--- config.mk ---
export PLATFORM = sky130hd
export DESIGN_NAME = icc_capture_top
export DESIGN_NICKNAME = d
export VERILOG_FILES = /design/src/rtl/icc_pkg.sv /design/src/rtl/icc_buf_mem.sv /design/src/rtl/icc_edge_det.sv /design/src/rtl/icc_capture_top.sv
export SDC_FILE = /design/constraint.sdc
export NUM_CORES = 1
export LEC_CHECK = 0
export BUFFER_PORTS_ARGS = -buffer_cell sky130_fd_sc_hd__buf_4
export CORE_AREA = 5 5 331 333
export CTS_BUF_LIST = sky130_fd_sc_hd__clkbuf_8 sky130_fd_sc_hd__clkbuf_16
export CTS_CLUSTER_DIAMETER = 80
export CTS_CLUSTER_SIZE = 40
export DETAILED_ROUTE_END_ITERATION = 10
export DIE_AREA = 0 0 336 338
export PLACE_DENSITY_LB_ADDON = 0.05
export SKIP_LAST_GASP = 1
export SYNTH_ARGS = -nofsm -noshare
export SYNTH_HDL_FRONTEND = slang
export SYNTH_SLANG_ARGS = --single-unit
--- constraint.sdc ---
create_clock -name pclk -period 3.56 [get_ports pclk]
set_input_delay 0.178 -clock pclk [delete_from_list [all_inputs] [get_ports pclk]]
set_output_delay 0.178 -clock pclk [all_outputs]
set_load 0.1 [all_outputs]
--- src/rtl/icc_pkg.sv ---
/*
 * Shared constants and types for the input capture block: channel count,
 * buffer geometry, APB register map, capture modes and register layouts.
 * Assumes a 32-bit APB data path and byte addresses of eight bits.
 */
package icc_pkg;

	// ----------------------------------------------------------------
	// geometry
	// ----------------------------------------------------------------
	localparam int NUM_CH = 8;
	localparam int TB_W = 16;
	localparam int DEPTH = 4;
	localparam int PTR_W = 2;
	localparam int CNT_W = 3;
	localparam int PRE_W = 4;
	localparam int DMA_CH = 2;
	localparam int ADDR_W = 8;
	localparam int DATA_W = 32;
	localparam int INT_W = 2 * NUM_CH;
	localparam logic [CNT_W-1:0] CNT_FULL = 3'h4;
	localparam logic [PRE_W-1:0] PRE_LAST4 = 4'h3;
	localparam logic [PRE_W-1:0] PRE_LAST16 = 4'hf;

	// ----------------------------------------------------------------
	// register map
	// ----------------------------------------------------------------
	localparam int GLOBAL_BIT = 7;
	localparam int CH_LSB = 4;
	localparam int CH_W = 3;
	localparam int OFF_W = 4;
	localparam logic [OFF_W-1:0] OFF_CTRL = 4'h0;
	localparam logic [OFF_W-1:0] OFF_BUF = 4'h4;
	localparam logic [OFF_W-1:0] OFF_STAT = 4'h8;
	localparam logic [ADDR_W-1:0] OFF_INT_STAT = 8'h80;
	localparam logic [ADDR_W-1:0] OFF_INT_CLR = 8'h84;
	localparam logic [ADDR_W-1:0] OFF_INT_EN = 8'h88;

	// ----------------------------------------------------------------
	// types
	// ----------------------------------------------------------------
	typedef enum logic [2:0] {
		MODE_OFF,
		MODE_FALL,
		MODE_RISE,
		MODE_BOTH,
		MODE_RISE4,
		MODE_RISE16
	} icc_mode_t;

	typedef struct packed {
		logic dma_en;
		logic wake_en;
		logic [1:0] thr;
		logic tsel;
		icc_mode_t mode;
	} icc_ctrl_t;

	localparam int CTRL_W = $bits(icc_ctrl_t);
	localparam icc_ctrl_t CTRL_RST = '{dma_en: 1'b0, wake_en: 1'b0,
		thr: 2'h0, tsel: 1'b0, mode: MODE_OFF};

	typedef struct packed {
		logic ovf;
		logic [CNT_W-1:0] count;
	} icc_stat_t;

endpackage

--- src/rtl/icc_buf_mem.sv ---
/*
 * Four-word capture buffer storage with a registered read port.
 * Assumes the caller keeps the pointers; read data lag the address by one
 * clock.
 */
`timescale 1ns/1ps
module icc_buf_mem (
	input wire logic pclk, // system clock
	input wire logic presetn, // async reset, active low
	input wire logic wr_en, // store wr_data
	input wire logic [icc_pkg::PTR_W-1:0] wr_addr, // write slot
	input wire logic [icc_pkg::TB_W-1:0] wr_data, // captured count
	input wire logic [icc_pkg::PTR_W-1:0] rd_addr, // head slot
	output logic [icc_pkg::TB_W-1:0] rd_data // head entry, registered
);

	logic [icc_pkg::TB_W-1:0] mem_r [icc_pkg::DEPTH];

	always_ff @(posedge pclk) begin
		if (wr_en) begin
			mem_r[wr_addr] <= wr_data;
		end
	end

	always_ff @(posedge pclk or negedge presetn) begin
		if (!presetn) begin
			rd_data <= '0;
		end else begin
			rd_data <= mem_r[rd_addr];
		end
	end

endmodule // icc_buf_mem

--- src/rtl/icc_edge_det.sv ---
/*
 * Edge qualifier for one capture pin: simple, both-edge and prescaled
 * rising-edge modes, one registered pulse per qualifying event.
 * Assumes the pin is already synchronous to pclk.
 */
`timescale 1ns/1ps
module icc_edge_det (
	input wire logic pclk, // system clock
	input wire logic presetn, // async reset, active low
	input wire logic capture_input_pin, // capture pin level
	input wire icc_pkg::icc_mode_t mode, // edge mode of the channel
	output logic edge_evt // one-cycle qualifying event
);

	logic pin_d_r;
	logic [icc_pkg::PRE_W-1:0] pre_r;
	logic [icc_pkg::PRE_W-1:0] pre_last;
	logic rise;
	logic fall;
	logic pre_mode;
	logic hit;

	assign rise = capture_input_pin & ~pin_d_r;
	assign fall = ~capture_input_pin & pin_d_r;
	assign pre_mode = (mode == icc_pkg::MODE_RISE4) ||
		(mode == icc_pkg::MODE_RISE16);
	assign pre_last = (mode == icc_pkg::MODE_RISE4) ?
		icc_pkg::PRE_LAST4 : icc_pkg::PRE_LAST16;

	always_ff @(posedge pclk or negedge presetn) begin
		if (!presetn) begin
			pin_d_r <= 1'b0;
		end else begin
			pin_d_r <= capture_input_pin;
		end
	end

	// rising-edge divider, cleared outside the prescaled modes
	always_ff @(posedge pclk or negedge presetn) begin
		if (!presetn) begin
			pre_r <= '0;
		end else if (!pre_mode) begin
			pre_r <= '0;
		end else if (rise) begin
			pre_r <= (pre_r >= pre_last) ? '0 : pre_r + 1'b1;
		end
	end

	always_comb begin
		unique case (mode)
			icc_pkg::MODE_OFF: hit = 1'b0;
			icc_pkg::MODE_FALL: hit = fall;
			icc_pkg::MODE_RISE: hit = rise;
			icc_pkg::MODE_BOTH: hit = rise | fall;
			icc_pkg::MODE_RISE4,
			icc_pkg::MODE_RISE16: hit = rise && (pre_r >= pre_last);
			default: hit = 1'b0;
		endcase
	end

	always_ff @(posedge pclk or negedge presetn) begin
		if (!presetn) begin
			edge_evt <= 1'b0;
		end else begin
			edge_evt <= hit;
		end
	end

endmodule // icc_edge_det

--- src/rtl/icc_capture_top.sv ---
/*
 * Eight input capture channels behind an APB slave: edge qualification,
 * time base latch, four-entry buffers, interrupt and wake requests, DMA requests on channels 0 and 1.
 * Assumes both time bases count on pclk and pins are synchronous to it.
 */
`timescale 1ns/1ps
module icc_capture_top (
	input wire logic pclk, // system clock, 200 MHz
	input wire logic presetn, // async reset, active low
	input wire logic [icc_pkg::ADDR_W-1:0] paddr, // apb byte address
	input wire logic psel, // apb select
	input wire logic penable, // apb access phase
	input wire logic pwrite, // apb write
	input wire logic [icc_pkg::DATA_W-1:0] pwdata, // apb write data
	output logic [icc_pkg::DATA_W-1:0] prdata, // apb read data
	output logic pready, // apb ready
	output logic pslverr, // apb error
	input wire logic [icc_pkg::NUM_CH-1:0] capture_input_pin, // pins
	input wire logic [icc_pkg::TB_W-1:0] first_time_base, // count A
	input wire logic [icc_pkg::TB_W-1:0] second_time_base, // count B
	output logic irq, // interrupt level
	output logic wake_req, // wake pulse
	output logic [icc_pkg::DMA_CH-1:0] dma_req // dma request level
);

	localparam int NUM_CH = icc_pkg::NUM_CH;
	localparam int CNT_W = icc_pkg::CNT_W;
	localparam int CH_W = icc_pkg::CH_W;
	localparam int DATA_W = icc_pkg::DATA_W;
	localparam int INT_W = icc_pkg::INT_W;

	// ----------------------------------------------------------------
	// decode helpers
	// ----------------------------------------------------------------
	function automatic logic ch_hit(input logic [icc_pkg::ADDR_W-1:0] a,
		input logic [icc_pkg::OFF_W-1:0] off);
		return !a[icc_pkg::GLOBAL_BIT] && (a[icc_pkg::OFF_W-1:0] == off);
	endfunction

	function automatic logic [DATA_W-1:0] zext_ch(input int v);
		return DATA_W'(v);
	endfunction

	// ----------------------------------------------------------------
	// state
	// ----------------------------------------------------------------
	icc_pkg::icc_ctrl_t ctrl_r [NUM_CH];
	logic [CNT_W-1:0] cnt_r [NUM_CH];
	logic [CNT_W-1:0] cnt_nxt [NUM_CH];
	logic [icc_pkg::PTR_W-1:0] wr_ptr_r [NUM_CH];
	logic [icc_pkg::PTR_W-1:0] rd_ptr_r [NUM_CH];
	logic [icc_pkg::TB_W-1:0] head [NUM_CH];
	logic [NUM_CH-1:0] evt;
	logic [NUM_CH-1:0] push;
	logic [NUM_CH-1:0] pop;
	logic [NUM_CH-1:0] thr_hit;
	logic [NUM_CH-1:0] ovf_r;
	logic [NUM_CH-1:0] ctrl_we;
	logic [NUM_CH-1:0] wake_mask;
	logic [INT_W-1:0] int_stat_r;
	logic [INT_W-1:0] int_en_r;
	logic [CH_W-1:0] sel_ch;
	logic access_done;
	logic access_first;
	logic int_clr_we;
	logic int_en_we;
	logic [DATA_W-1:0] rd_val;
	logic rd_err;

	assign sel_ch = paddr[icc_pkg::CH_LSB +: CH_W];
	assign access_first = psel & penable & ~pready;
	assign access_done = psel & penable & pready;
	assign int_clr_we = access_done & pwrite &
		(paddr == icc_pkg::OFF_INT_CLR);
	assign int_en_we = access_done & pwrite &
		(paddr == icc_pkg::OFF_INT_EN);

	// ----------------------------------------------------------------
	// channels
	// ----------------------------------------------------------------
	for (genvar g = 0; g < NUM_CH; g++) begin : g_ch
		logic this_ch;

		assign this_ch = (sel_ch == CH_W'(g));
		assign ctrl_we[g] = access_done & pwrite & this_ch &
			ch_hit(paddr, icc_pkg::OFF_CTRL);
		assign pop[g] = access_done & ~pwrite & this_ch &
			ch_hit(paddr, icc_pkg::OFF_BUF) & (cnt_r[g] != '0);
		assign push[g] = evt[g] & (cnt_r[g] != icc_pkg::CNT_FULL);
		assign thr_hit[g] = push[g] &
			(cnt_r[g] == CNT_W'(ctrl_r[g].thr));
		assign cnt_nxt[g] = cnt_r[g] + CNT_W'(push[g]) - CNT_W'(pop[g]);
		assign wake_mask[g] = ctrl_r[g].wake_en;

		icc_edge_det u_edge (
			.pclk(pclk),
			.presetn(presetn),
			.capture_input_pin(capture_input_pin[g]),
			.mode(ctrl_r[g].mode),
			.edge_evt(evt[g])
		);

		icc_buf_mem u_mem (
			.pclk(pclk),
			.presetn(presetn),
			.wr_en(push[g]),
			.wr_addr(wr_ptr_r[g]),
			.wr_data(ctrl_r[g].tsel ? second_time_base :
				first_time_base),
			.rd_addr(rd_ptr_r[g]),
			.rd_data(head[g])
		);

		always_ff @(posedge pclk or negedge presetn) begin
			if (!presetn) begin
				ctrl_r[g] <= icc_pkg::CTRL_RST;
			end else if (ctrl_we[g]) begin
				ctrl_r[g] <= icc_pkg::icc_ctrl_t'(pwdata[icc_pkg::CTRL_W-1:0]);
			end
		end

		// oldest first: head pointer walks in write order
		always_ff @(posedge pclk or negedge presetn) begin
			if (!presetn) begin
				cnt_r[g] <= '0;
				wr_ptr_r[g] <= '0;
				rd_ptr_r[g] <= '0;
			end else begin
				cnt_r[g] <= cnt_nxt[g];
				if (push[g]) begin
					wr_ptr_r[g] <= wr_ptr_r[g] + 1'b1;
				end
				if (pop[g]) begin
					rd_ptr_r[g] <= rd_ptr_r[g] + 1'b1;
				end
			end
		end

		// overflow: capture lost on full buffer, cleared by a control write
		always_ff @(posedge pclk or negedge presetn) begin
			if (!presetn) begin
				ovf_r[g] <= 1'b0;
			end else begin
				ovf_r[g] <= (ovf_r[g] & ~ctrl_we[g]) |
					(evt[g] & (cnt_r[g] == icc_pkg::CNT_FULL));
			end
		end

	end

	// ----------------------------------------------------------------
	// apb slave, one wait state
	// ----------------------------------------------------------------
	always_comb begin
		rd_val = '0;
		rd_err = 1'b0;
		if (!paddr[icc_pkg::GLOBAL_BIT]) begin
			case (paddr[icc_pkg::OFF_W-1:0])
				icc_pkg::OFF_CTRL: rd_val = DATA_W'(ctrl_r[sel_ch]);
				icc_pkg::OFF_BUF: begin
					rd_val = (cnt_r[sel_ch] != '0) ? DATA_W'(head[sel_ch]) : '0;
					rd_err = pwrite;
				end
				icc_pkg::OFF_STAT: begin
					rd_val = DATA_W'(icc_pkg::icc_stat_t'{ovf: ovf_r[sel_ch],
						count: cnt_r[sel_ch]});
					rd_err = pwrite;
				end
				default: rd_err = 1'b1;
			endcase
		end else begin
			case (paddr)
				icc_pkg::OFF_INT_STAT: begin
					rd_val = DATA_W'(int_stat_r);
					rd_err = pwrite;
				end
				icc_pkg::OFF_INT_CLR: rd_val = '0;
				icc_pkg::OFF_INT_EN: rd_val = DATA_W'(int_en_r);
				default: rd_err = 1'b1;
			endcase
		end
	end

	always_ff @(posedge pclk or negedge presetn) begin
		if (!presetn) begin
			pready <= 1'b0;
			prdata <= '0;
			pslverr <= 1'b0;
		end else begin
			pready <= access_first;
			if (access_first) begin
				prdata <= pwrite ? '0 : rd_val;
				pslverr <= rd_err;
			end
		end
	end

	// ----------------------------------------------------------------
	// interrupt, wake, dma
	// ----------------------------------------------------------------
	// low half: buffer level reached, high half: any edge event
	always_ff @(posedge pclk or negedge presetn) begin
		if (!presetn) begin
			int_stat_r <= '0;
		end else begin
			int_stat_r <= (int_stat_r & ~(int_clr_we ? pwdata[INT_W-1:0] :
				'0)) | {evt, thr_hit};
		end
	end

	always_ff @(posedge pclk or negedge presetn) begin
		if (!presetn) begin
			int_en_r <= '0;
		end else if (int_en_we) begin
			int_en_r <= pwdata[INT_W-1:0];
		end
	end

	always_ff @(posedge pclk or negedge presetn) begin
		if (!presetn) begin
			irq <= 1'b0;
		end else begin
			irq <= |(int_stat_r & int_en_r);
		end
	end

	always_ff @(posedge pclk or negedge presetn) begin
		if (!presetn) begin
			wake_req <= 1'b0;
		end else begin
			wake_req <= |(evt & wake_mask);
		end
	end

	for (genvar d = 0; d < icc_pkg::DMA_CH; d++) begin : g_dma
		always_ff @(posedge pclk or negedge presetn) begin
			if (!presetn) begin
				dma_req[d] <= 1'b0;
			end else begin
				dma_req[d] <= ctrl_r[d].dma_en & (cnt_nxt[d] != '0);
			end
		end
	end
endmodule // icc_capture_top

==> flow_metrics.py <==
metrics = {
    "placed_design": {
        "place_hpwl_um": 68500,
        "port_buffers": 90,
        "place_ws_ns": 0.473,
        "placed_cells": 3603,
        "routabilityCongestion": 0.805,
        "dpl_cell_area_um2": 39300,
    },
    "timing": {
        "tightest_slew_ns": 1.13,
        "setup-tns-final_ns": 0,
        "finalCriticalPeriod_ns": 2.96,
        "drv_slew": 0,
        "finalCritPeriodShare_pct": 83.0,
        "max_freq_mhz": 338,
        "holdWs_ns": 0.0338,
        "timing.final.hold_violations": 0,
        "clock_skew_ns": 0.0410,
        "rsz0062_at_grt": "false",
        "slew_headroom_pct": 24.6,
        "setup_slack_ns": 0.604,
        "setup_violations": 0,
    },
    "clock_network": {
        "hold_buffers": 45,
        "cts-root-buf": "clkbuf_16",
        "htreeDepth": 2,
        "clock_sinks": 870,
        "clockBufferDepth": 3,
        "clkLatencyLatePin_ns": 0.68,
        "cts.repair.resized": 0,
        "cts_setup_buffers": 0,
        "cts_tree": "built",
        "numCtsBuffers": 47,
        "path_clk_slew_ns": 0.12,
    },
    "critical_path": {
        "reg2reg_from": "pready$_DFF_PN0_",
        "crit_required_ns": 4.10,
        "path_delay_family": "simple AND/OR/NAND/NOR gates",
        "crit_start": "paddr[1]",
        "critPathBufInv": 5,
        "critPathCaptureType": "flop",
        "arrival_ns": 3.49,
        "cp_cell_sequence": "dlygate4sd3_1 > buf_4 > nor4b_4 > nand3_1 > nor3_1 > buf_4 > ha_1 > inv_1 > ha_1 > inv_1 > fa_1 > xnor2_1 > xnor2_1 > o31a_1",
        "start_kind": "input port",
        "max_stage_delay_ns": 0.54,
        "critPathMaxFanout": 5,
        "cpMaxStageDelayCell": "dlygate4sd3_1",
        "path_class": "input port to flop",
    },
    "pwr": {
        "total_power_mw": 19.2,
        "irDropWorstVdd_mv": 0.368,
        "powerDensity_nw_per_um2": 460,
        "leakagePower_nw": 15.6,
    },
    "global_route": {
        "grtUsageTotal_pct": 18.4,
        "grt_max_degree": 79,
        "grt_antenna_before_repair": 16,
        "grt-ovfl-total": 0,
        "grt_pass1_wl_um": 149000,
        "first_global_vias": 20275,
    },
    "cells_and_area": {
        "instances_no_fill": 3741,
        "layout_commonest_cell": "edfxtp_1",
        "final_cell_mix": "512 x edfxtp_1, 358 x dfrtp_1, 208 x mux2_2, 179 x mux4_2, 149 x buf_4",
        "layout-drive-gt1-share_pct": 28.2,
        "nNetsFinal": 2475,
        "final_area_um2": 41700,
        "fillers": 9792,
        "final_util_pct": 39.2,
        "syn_to_final_growth_pct": 13.2,
    },
    "detailed_routing": {
        "wl_per_cell_um": 27.8,
        "vias": 19195,
        "dr.pass1.iters": 5,
        "totalWireLength_um": 104000,
        "drc": 0,
        "viasPerCell": 5.13,
        "ant_nets": 0,
        "drtIter0Drc": 1357,
    },
    "yosys": {
        "avgSynthCellArea_um2": 17.2,
        "synth.ff_latch_count": 870,
        "synth_area_um2": 36800,
        "ys_warn_count": 0,
        "synth_seq_area_share_pct": 66.1,
        "synth_edf_count": 512,
        "synth_cell_type_count": 69,
        "synth_ff_type": "edfxtp_1",
        "synthCells": 2135,
        "postSynth.asyncResetShare_pct": 41.1,
    },
    "die": {
        "fp.dieArea_um2": 114000,
        "die_height_um": 338,
        "die_width_um": 336,
        "rows": 120,
        "initial_core_util_pct": 34.6,
        "core_um2": 106000,
        "io_pins": 123,
    },
    "min_path": {
        "hp-start": "second_time_base[10]",
        "hp-class": "input port to flop",
    },
    "status": {
        "status": "finished, final reports clean",
    },
    "job": {
        "max_cap_viol_count": 0,
    },
}
-- per-layer routing --
layer	GRT usage, %	wire length (um)
met2	32.2	52600
met1	24.0	43600
met4	4.98	2700
met5	0	0
met3	2.60	5030
-- registers in the layout, summed over array words and instances, names as in the netlist --
signal,count
irq,1
g_ch.u_mem.rd_data,128
cnt_r,24
pready,1
pslverr,1
ctrl_r,64
int_stat_r,16
ovf_r,8
g_ch.u_edge.edge_evt,8
g_ch.u_edge.pre_r,32
rd_ptr_r,16
wr_ptr_r,16
wake_req,1
prdata,16
g_ch.u_edge.pin_d_r,8
int_en_r,16
dma_req,2
g_ch.u_mem.mem_r,512
-- final cells by class --
class,count,area [um2],area share [%]
diodes,6,15.0,0.0360
clock buffers,49,1230,2.94
clock inverters,38,657,1.58
inverters,85,319,0.766
multi-input cells,1089,11600,28.0
flip-flops and latches,870,24300,58.4
well taps,1403,1760,4.21
repair buffers,201,1700,4.09
-- kinds of logic after synthesis --
group | after synthesis | synth area share (%)
simple gates | 275 | 3.96
compound gates | 213 | 3.99
xor+xnor | 58 | 1.38
flops | 870 | 66.1
buf+inv | 191 | 2.45
other cells | 1 | 0.0102
fa+ha+maj | 96 | 3.43
mux | 431 | 18.7
-- where the power goes --
part	switching (mW)	leakage, nW	internal [mW]
sequential	0.167	9.18	10.8
clock	4.13	0.901	2.94
combinational	0.782	5.47	0.396
-- synthesized netlist by cell type (4+ instances only) --
master	n	area share, %
edfxtp_1	512	42
dfrtp_1	358	24
mux2_2	208	6.4
mux4_2	179	11
ha_1	88	3.0
inv_1	85	0.87
nand2_1	81	0.83
nor2_1	59	0.60
a21oi_1	46	0.63
clkbuf_1	44	0.45
and2_1	34	0.58
mux2i_1	33	0.90
o21ai_0	33	0.45
xor2_1	30	0.71
nand3_1	29	0.39
a22oi_1	28	0.57
xnor2_1	28	0.67
a21o_1	27	0.55
buf_2	23	0.31
buf_4	19	0.39
o31ai_1	18	0.37
nand2b_1	17	0.29
buf_1	10	0.10
mux2_4	10	0.41
buf_6	9	0.28
nor3_1	9	0.12
nor4b_1	9	0.21
a21boi_1	8	0.16
a22o_1	8	0.19
a32o_1	8	0.22
fa_1	8	0.44
nand3b_1	8	0.16
o32ai_1	6	0.14
a221oi_1	5	0.12
a31o_2	5	0.12
a2bb2oi_1	4	0.095
nor2b_1	4	0.068
-- worst paths after layout --
check,to,slack [ns],cells past startpoint
worst max-delay path,dma_req[1]$_DFF_PN0_,0.60,14
worst min-delay path,g_ch[6].u_mem.mem_r[3][10]$_DFFE_PP_,0.03,2
worst max register to register,dma_req[1]$_DFF_PN0_,0.71,12
worst min register to register,pslverr$_DFFE_PN0P_,0.50,2
max in group asynchronous,g_ch[4].u_mem.rd_data[7]$_DFF_PN0_,2.45,3
min in group asynchronous,g_ch[3].u_edge.pre_r[0]$_DFFE_PN0P_,0.10,2
(Power assumes the default switching activity.)
